[config.mk]
export PLATFORM = sky130hd
export DESIGN_NAME = xbp_top
export DESIGN_NICKNAME = d
export VERILOG_FILES = /design/src/hw/xbp_top.v
export VERILOG_INCLUDE_DIRS = /design/src /design/src/hw
export SDC_FILE = /design/constraint.sdc
export NUM_CORES = 1
export LEC_CHECK = 0
export ABC_AREA = 1
export BUFFER_PORTS_ARGS = -buffer_cell sky130_fd_sc_hd__buf_2
export CAP_MARGIN = 0
export CORE_MARGIN = 2
export CORE_UTILIZATION = 49
export DETAILED_ROUTE_END_ITERATION = 8
export PLACE_DENSITY_LB_ADDON = 0.05
export SLEW_MARGIN = 30
export SYNTH_ARGS = -nofsm -noshare
export SYNTH_HDL_FRONTEND = slang
export SYNTH_SLANG_ARGS = --single-unit
[constraint.sdc]
create_clock -name CLOCK_IN -period 1.7 [get_ports CLOCK_IN]
set_input_delay 0 -clock CLOCK_IN [delete_from_list [all_inputs] [get_ports CLOCK_IN]]
set_output_delay 0 -clock CLOCK_IN [all_outputs]
set_load 0.1 [all_outputs]
[src/hw/xbp_defines.vh]
// How it works
// ISA interrupts arrive on four muxed pins
// Line 8 inverted before the controller
// PCI interrupts arrive on four muxed pins
// DMA requests arrive on two muxed pins
// DMA acknowledge sent encoded on three pins
// Terminal count marks final DMA transfer
// Speaker is timer 2 AND port 61 bit 1
// ROM select on decoded memory cycle
// Clock-chip select on decoded I/O cycle
// Shared pins carry IDE bits when disabled
// Keyboard select on decoded I/O cycle
// Read/write strobe on write to 71H
// Data strobe on read from 71H
// Address strobe on write to 70H
// Board ORs selects with transceiver enable
// Board qualifies select with bus commands
// Display channel pins open-drain, register driven
// Pin 1 clock, pin 0 data
// Device drives transceiver output enable
// Muxed inputs sampled in clock phases
`ifndef XBP_DEFINES_VH
`define XBP_DEFINES_VH
`define XBP_PORT_RTC_ADDR 16'h0070
`define XBP_PORT_RTC_DATA 16'h0071
`define XBP_PORT_SYSCTL 16'h0061
`define XBP_SPK_GATE_BIT 1
`define XBP_IRQ8_SLOT 2'h2
`define XBP_IRQ8_BIT 0
`define XBP_DDC_SCL_BIT 1
`define XBP_DDC_SDA_BIT 0
`define XBP_DDC_IDLE 2'h3
`define XBP_RST_OE_N 1'h1
`define XBP_RST_XBUS 4'hf
`endif

[src/hw/xbp_top.v]
`timescale 1ns/1ps
`include "xbp_defines.vh"
module xbp_top
(
   // Clock and reset
   input wire CLOCK_IN,
   input wire ARST_N_IN,
   // Bus strobes from the ISA clock pins
   input wire ISA_BUS_CLOCK_IN,
   input wire ISA_BUS_CLOCK_2X_IN,
   // Muxed request pins
   input wire [3:0] MUXED_ISA_IRQ_IN,
   input wire [3:0] MUXED_PCI_IRQ_IN,
   input wire [1:0] MUXED_DMA_REQ_IN,
   // Demuxed requests to the controllers
   output reg [15:0] ISA_IRQ_OUT,
   output reg [3:0] PCI_IRQ_OUT,
   output reg [7:0] DMA_REQ_OUT,
   // DMA acknowledge and count
   input wire [7:0] DMA_ACK_IN,
   input wire DMA_LAST_XFER_IN,
   output reg [2:0] ENCODED_DMA_ACK_OUT,
   output reg DMA_TERMINAL_COUNT_OUT,
   // Speaker
   input wire TIMER2_OUT_IN,
   input wire [7:0] SYSCTL_PORT_IN,
   output reg SPEAKER_OUT,
   // Internal cycle decode
   input wire CYC_MEM_IN,
   input wire CYC_IO_RD_IN,
   input wire CYC_IO_WR_IN,
   input wire [15:0] CYC_ADDR_IN,
   input wire ROM_HIT_IN,
   input wire KBD_HIT_IN,
   input wire ISA_OWNS_PINS_IN,
   input wire [3:0] IDE_DATA_HI_IN,
   // Shared X-bus pins, transceiver enable and the unshared clock-chip address strobe
   output reg ISA_XCVR_OE_N_OUT,
   output reg [3:0] XBUS_PINS_OUT,
   output reg CLOCKCHIP_ADDR_STROBE_OUT,
   // Display data channel (CRT register 3Fh bits)
   input wire [1:0] DDC_DRIVE_LOW_IN,
   output reg [1:0] DDC_SAMPLED_OUT,
   input wire [1:0] DDC_PIN_IN,
   output wire [1:0] DDC_PIN_OUT,
   output wire [1:0] DDC_PIN_OE_OUT
);
   // Two-flop synchronisers for the strobe, request and channel pins.
   reg [1:0] clk1_s_q;
   reg [1:0] clk2_s_q;
   reg [3:0] isa_s1_q;
   reg [3:0] isa_s2_q;
   reg [3:0] pci_s1_q;
   reg [3:0] pci_s2_q;
   reg [1:0] drq_s1_q;
   reg [1:0] drq_s2_q;
   reg [1:0] ddc_s1_q;
   reg [1:0] ddc_s2_q;
   // Strobe history: last synced 2x level and last synced phase.
   reg clk2_d1_q;
   reg [1:0] phase_q;
   // Combinational results of the acknowledge, cycle and line 8 decode.
   reg [2:0] ack_code;
   reg io_cycle;
   reg rtc_addr;
   reg rtc_data;
   reg sel_rom;
   reg sel_kbd;
   reg rtc_rw_n;
   reg rtc_ds_n;
   reg rtc_as;
   reg [3:0] xbus_sel_n;
   reg [3:0] xbus_d;
   reg [3:0] isa_slot;
   // Phase, settle and edge flags derived from the synced strobes.
   wire [1:0] phase;
   wire phase_settled;
   wire clk2_rise;

   // The two strobe levels name one of four phases per 1x period.
   assign phase = {clk1_s_q[1], clk2_s_q[1]};
   // A phase is trusted only once it has been seen on two clocks, so a
   // group whose pins settle a little after the strobe edge is never
   // stored into its neighbour's slot. This needs each phase to last
   // at least two clocks.
   assign phase_settled = (phase == phase_q);
   assign clk2_rise = clk2_s_q[1] & ~clk2_d1_q;

   // open drain
   // The pin is only ever pulled low; the pull-up makes the high level.
   assign DDC_PIN_OUT = 2'h0;
   assign DDC_PIN_OE_OUT = DDC_DRIVE_LOW_IN;

   // Reset values match the idle pin levels, so no false edge follows.
   always @(posedge CLOCK_IN or negedge ARST_N_IN)
   begin
      if (!ARST_N_IN)
      begin
         clk1_s_q <= 2'h0;
         clk2_s_q <= 2'h0;
         isa_s1_q <= 4'h0;
         isa_s2_q <= 4'h0;
         pci_s1_q <= 4'h0;
         pci_s2_q <= 4'h0;
         drq_s1_q <= 2'h0;
         drq_s2_q <= 2'h0;
         ddc_s1_q <= `XBP_DDC_IDLE;
         ddc_s2_q <= `XBP_DDC_IDLE;
      end
      else
      begin
         clk1_s_q <= {clk1_s_q[0], ISA_BUS_CLOCK_IN};
         clk2_s_q <= {clk2_s_q[0], ISA_BUS_CLOCK_2X_IN};
         isa_s1_q <= MUXED_ISA_IRQ_IN;
         isa_s2_q <= isa_s1_q;
         pci_s1_q <= MUXED_PCI_IRQ_IN;
         pci_s2_q <= pci_s1_q;
         drq_s1_q <= MUXED_DMA_REQ_IN;
         drq_s2_q <= drq_s1_q;
         ddc_s1_q <= DDC_PIN_IN;
         ddc_s2_q <= ddc_s1_q;
      end
   end

   // phase slots
   always @(posedge CLOCK_IN or negedge ARST_N_IN)
   begin
      if (!ARST_N_IN)
      begin
         clk2_d1_q <= 1'h0;
         phase_q <= 2'h0;
      end
      else
      begin
         clk2_d1_q <= clk2_s_q[1];
         phase_q <= phase;
      end
   end

   // encoded ack
   // The highest active channel wins if two are ever granted together.
   always @*
   begin
      if (DMA_ACK_IN[7])
         ack_code = 3'h7;
      else if (DMA_ACK_IN[6])
         ack_code = 3'h6;
      else if (DMA_ACK_IN[5])
         ack_code = 3'h5;
      else if (DMA_ACK_IN[4])
         ack_code = 3'h4;
      else if (DMA_ACK_IN[3])
         ack_code = 3'h3;
      else if (DMA_ACK_IN[2])
         ack_code = 3'h2;
      else if (DMA_ACK_IN[1])
         ack_code = 3'h1;
      else
         ack_code = 3'h0;
   end

   // Shared terms of the cycle decode.
   always @*
   begin
      io_cycle = CYC_IO_RD_IN | CYC_IO_WR_IN;
      rtc_addr = CYC_ADDR_IN == `XBP_PORT_RTC_ADDR;
      rtc_data = CYC_ADDR_IN == `XBP_PORT_RTC_DATA;
   end

   // rom select
   // clock-chip select
   // An I/O cycle takes the pin over, so a stale memory hit cannot leak.
   always @*
   begin
      if (io_cycle)
         sel_rom = rtc_addr | rtc_data;
      else
         sel_rom = CYC_MEM_IN & ROM_HIT_IN;
   end

   // keyboard select
   always @*
   begin
      sel_kbd = io_cycle & KBD_HIT_IN;
   end

   // write strobe
   // read strobe
   always @*
   begin
      rtc_rw_n = ~(CYC_IO_WR_IN & rtc_data);
      rtc_ds_n = ~(CYC_IO_RD_IN & rtc_data);
   end

   // address strobe
   always @*
   begin
      rtc_as = CYC_IO_WR_IN & rtc_addr;
   end

   // Select pins in the order rom/clock, keyboard, write, data strobe.
   always @*
   begin
      xbus_sel_n = {~sel_rom, ~sel_kbd, rtc_rw_n, rtc_ds_n};
      // shared pins
      if (ISA_OWNS_PINS_IN)
         xbus_d = xbus_sel_n;
      else
         xbus_d = IDE_DATA_HI_IN;
   end

   // line 8 inverted
   // The clock chip drives its interrupt low, the controller wants high.
   always @*
   begin
      isa_slot = isa_s2_q;
      if (phase == `XBP_IRQ8_SLOT)
         isa_slot[`XBP_IRQ8_BIT] = ~isa_s2_q[`XBP_IRQ8_BIT];
   end

   // Each slot holds its last captured value until its phase returns.

   // isa irq slot
   always @(posedge CLOCK_IN or negedge ARST_N_IN)
   begin
      if (!ARST_N_IN)
         ISA_IRQ_OUT <= 16'h0000;
      else if (phase_settled)
         ISA_IRQ_OUT[{phase, 2'h0} +: 4] <= isa_slot;
   end

   // pci irq slot
   always @(posedge CLOCK_IN or negedge ARST_N_IN)
   begin
      if (!ARST_N_IN)
         PCI_IRQ_OUT <= 4'h0;
      else if (phase_settled)
         PCI_IRQ_OUT[phase] <= pci_s2_q[phase];
   end

   // dma request slot
   always @(posedge CLOCK_IN or negedge ARST_N_IN)
   begin
      if (!ARST_N_IN)
         DMA_REQ_OUT <= 8'h00;
      else if (phase_settled)
         DMA_REQ_OUT[{phase, 1'h0} +: 2] <= drq_s2_q;
   end

   // encoded ack
   // The code changes only at a 2x rise, so the decoder sees it steady.
   always @(posedge CLOCK_IN or negedge ARST_N_IN)
   begin
      if (!ARST_N_IN)
         ENCODED_DMA_ACK_OUT <= 3'h0;
      else if (clk2_rise)
         ENCODED_DMA_ACK_OUT <= ack_code;
   end

   // terminal count
   always @(posedge CLOCK_IN or negedge ARST_N_IN)
   begin
      if (!ARST_N_IN)
         DMA_TERMINAL_COUNT_OUT <= 1'h0;
      else
         DMA_TERMINAL_COUNT_OUT <= DMA_LAST_XFER_IN;
   end

   // speaker gate
   always @(posedge CLOCK_IN or negedge ARST_N_IN)
   begin
      if (!ARST_N_IN)
         SPEAKER_OUT <= 1'h0;
      else
         SPEAKER_OUT <= TIMER2_OUT_IN & SYSCTL_PORT_IN[`XBP_SPK_GATE_BIT];
   end

   // transceiver enable
   always @(posedge CLOCK_IN or negedge ARST_N_IN)
   begin
      if (!ARST_N_IN)
         ISA_XCVR_OE_N_OUT <= `XBP_RST_OE_N;
      else
         ISA_XCVR_OE_N_OUT <= ~ISA_OWNS_PINS_IN;
   end

   // Reset leaves every shared select inactive, that is high.
   always @(posedge CLOCK_IN or negedge ARST_N_IN)
   begin
      if (!ARST_N_IN)
         XBUS_PINS_OUT <= `XBP_RST_XBUS;
      else
         XBUS_PINS_OUT <= xbus_d;
   end

   // The address strobe has a pin of its own and is never shared.
   always @(posedge CLOCK_IN or negedge ARST_N_IN)
   begin
      if (!ARST_N_IN)
         CLOCKCHIP_ADDR_STROBE_OUT <= 1'h0;
      else
         CLOCKCHIP_ADDR_STROBE_OUT <= rtc_as;
   end

   // clock and data
   always @(posedge CLOCK_IN or negedge ARST_N_IN)
   begin
      if (!ARST_N_IN)
         DDC_SAMPLED_OUT <= `XBP_DDC_IDLE;
      else
         DDC_SAMPLED_OUT <= {ddc_s2_q[`XBP_DDC_SCL_BIT],
            ddc_s2_q[`XBP_DDC_SDA_BIT]};
   end
endmodule

==> Flow_metrics.wiki <==
{| class="wikitable"
! Metric !! Value
|-
| Max VDD drop || ~0.00075 V
|-
| CTS tree || yes
|-
| Final setup vio count || 0
|-
| GRT busiest layer || met2
|-
| Type of the worst setup path || flip-flop to flip-flop
|-
| Pwr Density || 1160 nW/µm²
|-
| Antenna violations before repair || 0
|-
| Critical register-to-register path startpoint || phase_q[0]
|-
| Clock-pin slew of the registers on the worst-case setup and hold paths || ~0.080 ns
|-
| Ports || 107
|-
| Total Neg Setup Slack || 0 ns
|-
| Synthesized instance count || 264
|-
| Global-route wire length before repair || 10,100 µm
|-
| Share of the yosys chip area belonging to registers || 62.7%
|-
| Fraction of final layout cells sized beyond drive strength 1 || between 30% and 40%
|-
| Most used flip-flop cell after synthesis || dfrtp_1
|-
| Register-to-register setup slack || 0.11 ns
|-
| Static Leakage || 2.07 nW
|-
| Maximum net fanout on the critical path || 4
|-
| Clock Tree Root || clkbuf_8
|-
| Delay contributed by the slowest stage of the critical path || ~0.56 ns
|-
| Drt initial violations || ~110
|-
| Post-synth design cell area || between 2000 and 3000 µm²
|-
| Synth top area share || 52.5%
|-
| Critical path's slowest cell || dlygate4sd3_1
|-
| Die ar. || 6460 µm²
|-
| DIE WIDTH || roughly 80 µm
|-
| Minimum hold slack || 0.000731 ns
|-
| Register area || 1790 µm²
|-
| Number of global-route vias before repair || 2,300
|-
| Initial core utilization || 51.3%
|-
| Most common cell on crit path || inv_1
|-
| Post-DR vias/cell || 4.68
|-
| WHS Endpoint || DDC_PIN_OE_OUT[0]
|-
| Arrival time of the worst setup path || 1.82 ns
|-
| Maximum clock skew at final layout || between 0.006 and 0.007 ns
|-
| Area growth syn-to-layout || 38.5%
|-
| Number of storage elements in the synthesis netlist || 71
|-
| Syn. warnings || 0
|-
| Number of buffers created by CTS || 9
|-
| Placed Area || about 3400 µm²
|-
| Number of port buffers || around 90
|-
| Half-perimeter wire length after detailed placement || about 3900 µm
|-
| Per-cell routed wire length || 12.4 µm
|-
| Main area contributors after synthesis || dfrtp_1 53%, dfstp_2 10%, nand2_1 6.8%, o21ai_2 3.4%, nor2_1 3.3%
|-
| Number of standard-cell rows in the floorplan || 27
|-
| Clock insertion delay at the later pin of the skew report || 0.34 ns
|-
| Clk buf depth || 2
|-
| CTS HTree Levels || 3
|-
| Total routing usage reported by global routing || a little over 20%
|-
| Type of the most critical hold path || input pin to output port
|-
| Number of flops mapped to enable cells by yosys || 0
|-
| Hold wc startpoint || DDC_DRIVE_LOW_IN[0]
|-
| Unique masters post-synth || 29
|-
| Count of nets after finishing || 469
|-
| Area of combinational cells with multiple inputs || 921 µm²
|-
| Endpoint type of the worst setup path || flip-flop
|-
| Outcome || complete, no violations
|-
| Overall power || roughly 4.6 mW
|-
| Die Ht || 80.4 µm
|-
| Area leader, netlist || dfrtp_1
|-
| Routability-driven placement congestion ratio || 0.767
|-
| Endpoints failing hold || 0
|-
| Total clock sinks || 71
|-
| Critical-path cell list || inv_1 -> ha_1 -> inv_1 -> nor2_2 -> a31oi_1 -> dlygate4sd3_1
|-
| Top achievable clock speed || 631 MHz
|-
| Max-cap violation count || 0
|-
| Cell depth of the worst flop-to-flop path || 6
|-
| Worst Path Required || 1.93 ns
|-
| Final Cell Area || a little under 4000 µm²
|-
| Share of async-settable or async-resettable flops after synthesis || 100%
|-
| Met2 usage || 33.8%
|-
| Max Transition Viols Final || 0
|-
| Setup repair after global routing missed its margin || no
|-
| CORE AREA || 5570 µm²
|-
| Met3 layer usage reported by global route || 7.53%
|-
| Diodes inserted || 0
|-
| Grt met1 use || 24.7%
|-
| Period utilization || 93.3%
|-
| Kind of start point of the critical path || flip-flop
|-
| Gr ovfl total || 0
|-
| Worst Hold Depth || 0
|-
| Layout filler cell count || 432
|-
| Vias post-DR || 2,231
|-
| End of the worst register-to-register path || ENCODED_DMA_ACK_OUT[1]
|-
| Final min period || 1.59 ns
|-
| Overall routed net length || 5890 µm
|-
| Number of search-and-repair iterations in the first detailed-routing pass || 4
|-
| Post-detailed-route DRC marker count || 0
|-
| Pin count of the biggest net entering global routing || 72
|-
| Mean post-synth cell area || 10.8 µm²
|-
| Antenna Violating Nets Remaining || 0
|}
## sequential cells by signal, indices dropped and copies added, names as in the netlist, 3 cells and up
| signal | count |
|---|---|
| pci_s2_q | 4 |
| ISA_IRQ_OUT | 16 |
| PCI_IRQ_OUT | 4 |
| XBUS_PINS_OUT | 4 |
| isa_s1_q | 4 |
| DMA_REQ_OUT | 8 |
| pci_s1_q | 4 |
| ENCODED_DMA_ACK_OUT | 3 |
| isa_s2_q | 4 |
## cell usage after synthesis, types with 3 or more instances
master   count
nand4_1      9
dfrtp_1     60
buf_4        4
o21ai_2     11
nand3_1     16
nor2_8       4
nand2_2      3
o21ai_0      3
a21oi_1      6
ha_1         7
nand2_1     52
nor2_1      25
inv_1       23
o21ai_1     10
dfstp_2     11
## worst max-delay path, delay by kind of cell, from the launching register on
family	cells	cell delay, ns
AND/OR/NAND/NOR	1	0.12
adder cells (fa/ha/maj)	1	0.21
AO/OA/AOI/OAI	1	0.10
flip-flops	1	0.36
buffers and inverters	3	0.68
## cell families after synthesis
logic type | share of synthesized area (%)
xor gates and xnor gates | 0.307
DFF | 62.7
other | 0.131
and+or+nand+nor | 20.4
buffers and inverters | 5.65
adders and majority gates | 3.06
AOI/OAI and AO/OA | 7.84
## layer usage
metal | part of all wire (%) | up-vias
li1 | - | 1113
met1 | 42 | 1034
met2 | 50 | 76
met3 | 6.6 | 8
met4 | 1.2 | 0
met5 | 0 | -
## worst max path at each step
stage / depth (start not counted) / start / to
after global routing: 6 / clk2_s_q[1] / ISA_IRQ_OUT[11]
after floorplan: 6 / clk2_s_q[1] / ISA_IRQ_OUT[10]
after detailed placement: 8 / clk2_s_q[1] / PCI_IRQ_OUT[1]
final: 6 / phase_q[0] / ENCODED_DMA_ACK_OUT[1]
after CTS: 6 / ISA_OWNS_PINS_IN / XBUS_PINS_OUT[3]
after global placement: 8 / clk2_s_q[1] / PCI_IRQ_OUT[1]
## area by class of cell
| class | count | area share (%) |
|---|---|---|
| Clock buffer | 9 | 3.13 |
| Clock inverter | 7 | 1.64 |
| Inverter | 27 | 2.69 |
| Multi-Input combinational cell | 159 | 23.3 |
| Sequential cell | 71 | 45.2 |
| Tap cell | 72 | 2.28 |
| Timing Repair Buffer | 132 | 21.8 |
## metrics by stage
step           setup WS, ns  utilization [%]  std cells
6_report              0.115             71.0        477
5_1_grt              0.0107             71.0        477
4_1_cts              0.0421             70.9        478
3_5_place_dp          0.163             61.3        427
3_3_place_gp          0.196             61.3        427
2_1_floorplan         0.213                -        265
## cell usage in the layout, fill, tap and decap left out
cell type | synthesis | routed
nand3_1 | 16 | 16
o21ai_0 | 3 | 3
dfrtp_1 | 60 | 60
dfstp_2 | 11 | 11
o22ai_1 | 2 | 2
conb_1 | 1 | 2
nand2_8 | 1 | 1
a21oi_1 | 6 | 6
inv_4 | 2 | 2
a31oi_1 | 2 | 2
nor2_8 | 4 | 4
buf_4 | 4 | 6
inv_2 | 2 | 2
o21ai_2 | 11 | 11
inv_1 | 23 | 23
inv_8 | 0 | 2
nor2_1 | 25 | 23
nand4_1 | 9 | 9
buf_2 | 2 | 91
nor3_4 | 0 | 1
ha_1 | 7 | 7
nand2_1 | 52 | 52
nor3_1 | 1 | 1
dlygate4sd3_1 | 0 | 34
xnor2_1 | 1 | 1
clkinv_4 | 0 | 3
clkinvlp_4 | 0 | 1
inv_6 | 0 | 1
buf_12 | 0 | 1
nor2_4 | 2 | 2
nand2_2 | 3 | 3
o21a_1 | 1 | 1
nor2_2 | 0 | 2
o21ai_1 | 10 | 10
clkbuf_8 | 0 | 9
## report_power, final
group          internal, mW  switching, mW  total (mW)
Combinational         0.284           1.13        1.42
Sequential             1.84         0.0707        1.91
Clock                 0.561          0.690        1.25
## timing repair
item | in CTS | in global routing
gates resized for setup | 0 | 4
hold buffers | 35 | 0
setup endpoints to repair | 0 | 5
hold endpoints to repair | 96 | 0
setup buffers | 0 | 0
No activity file was read; power rests on OpenSTA's default activity.
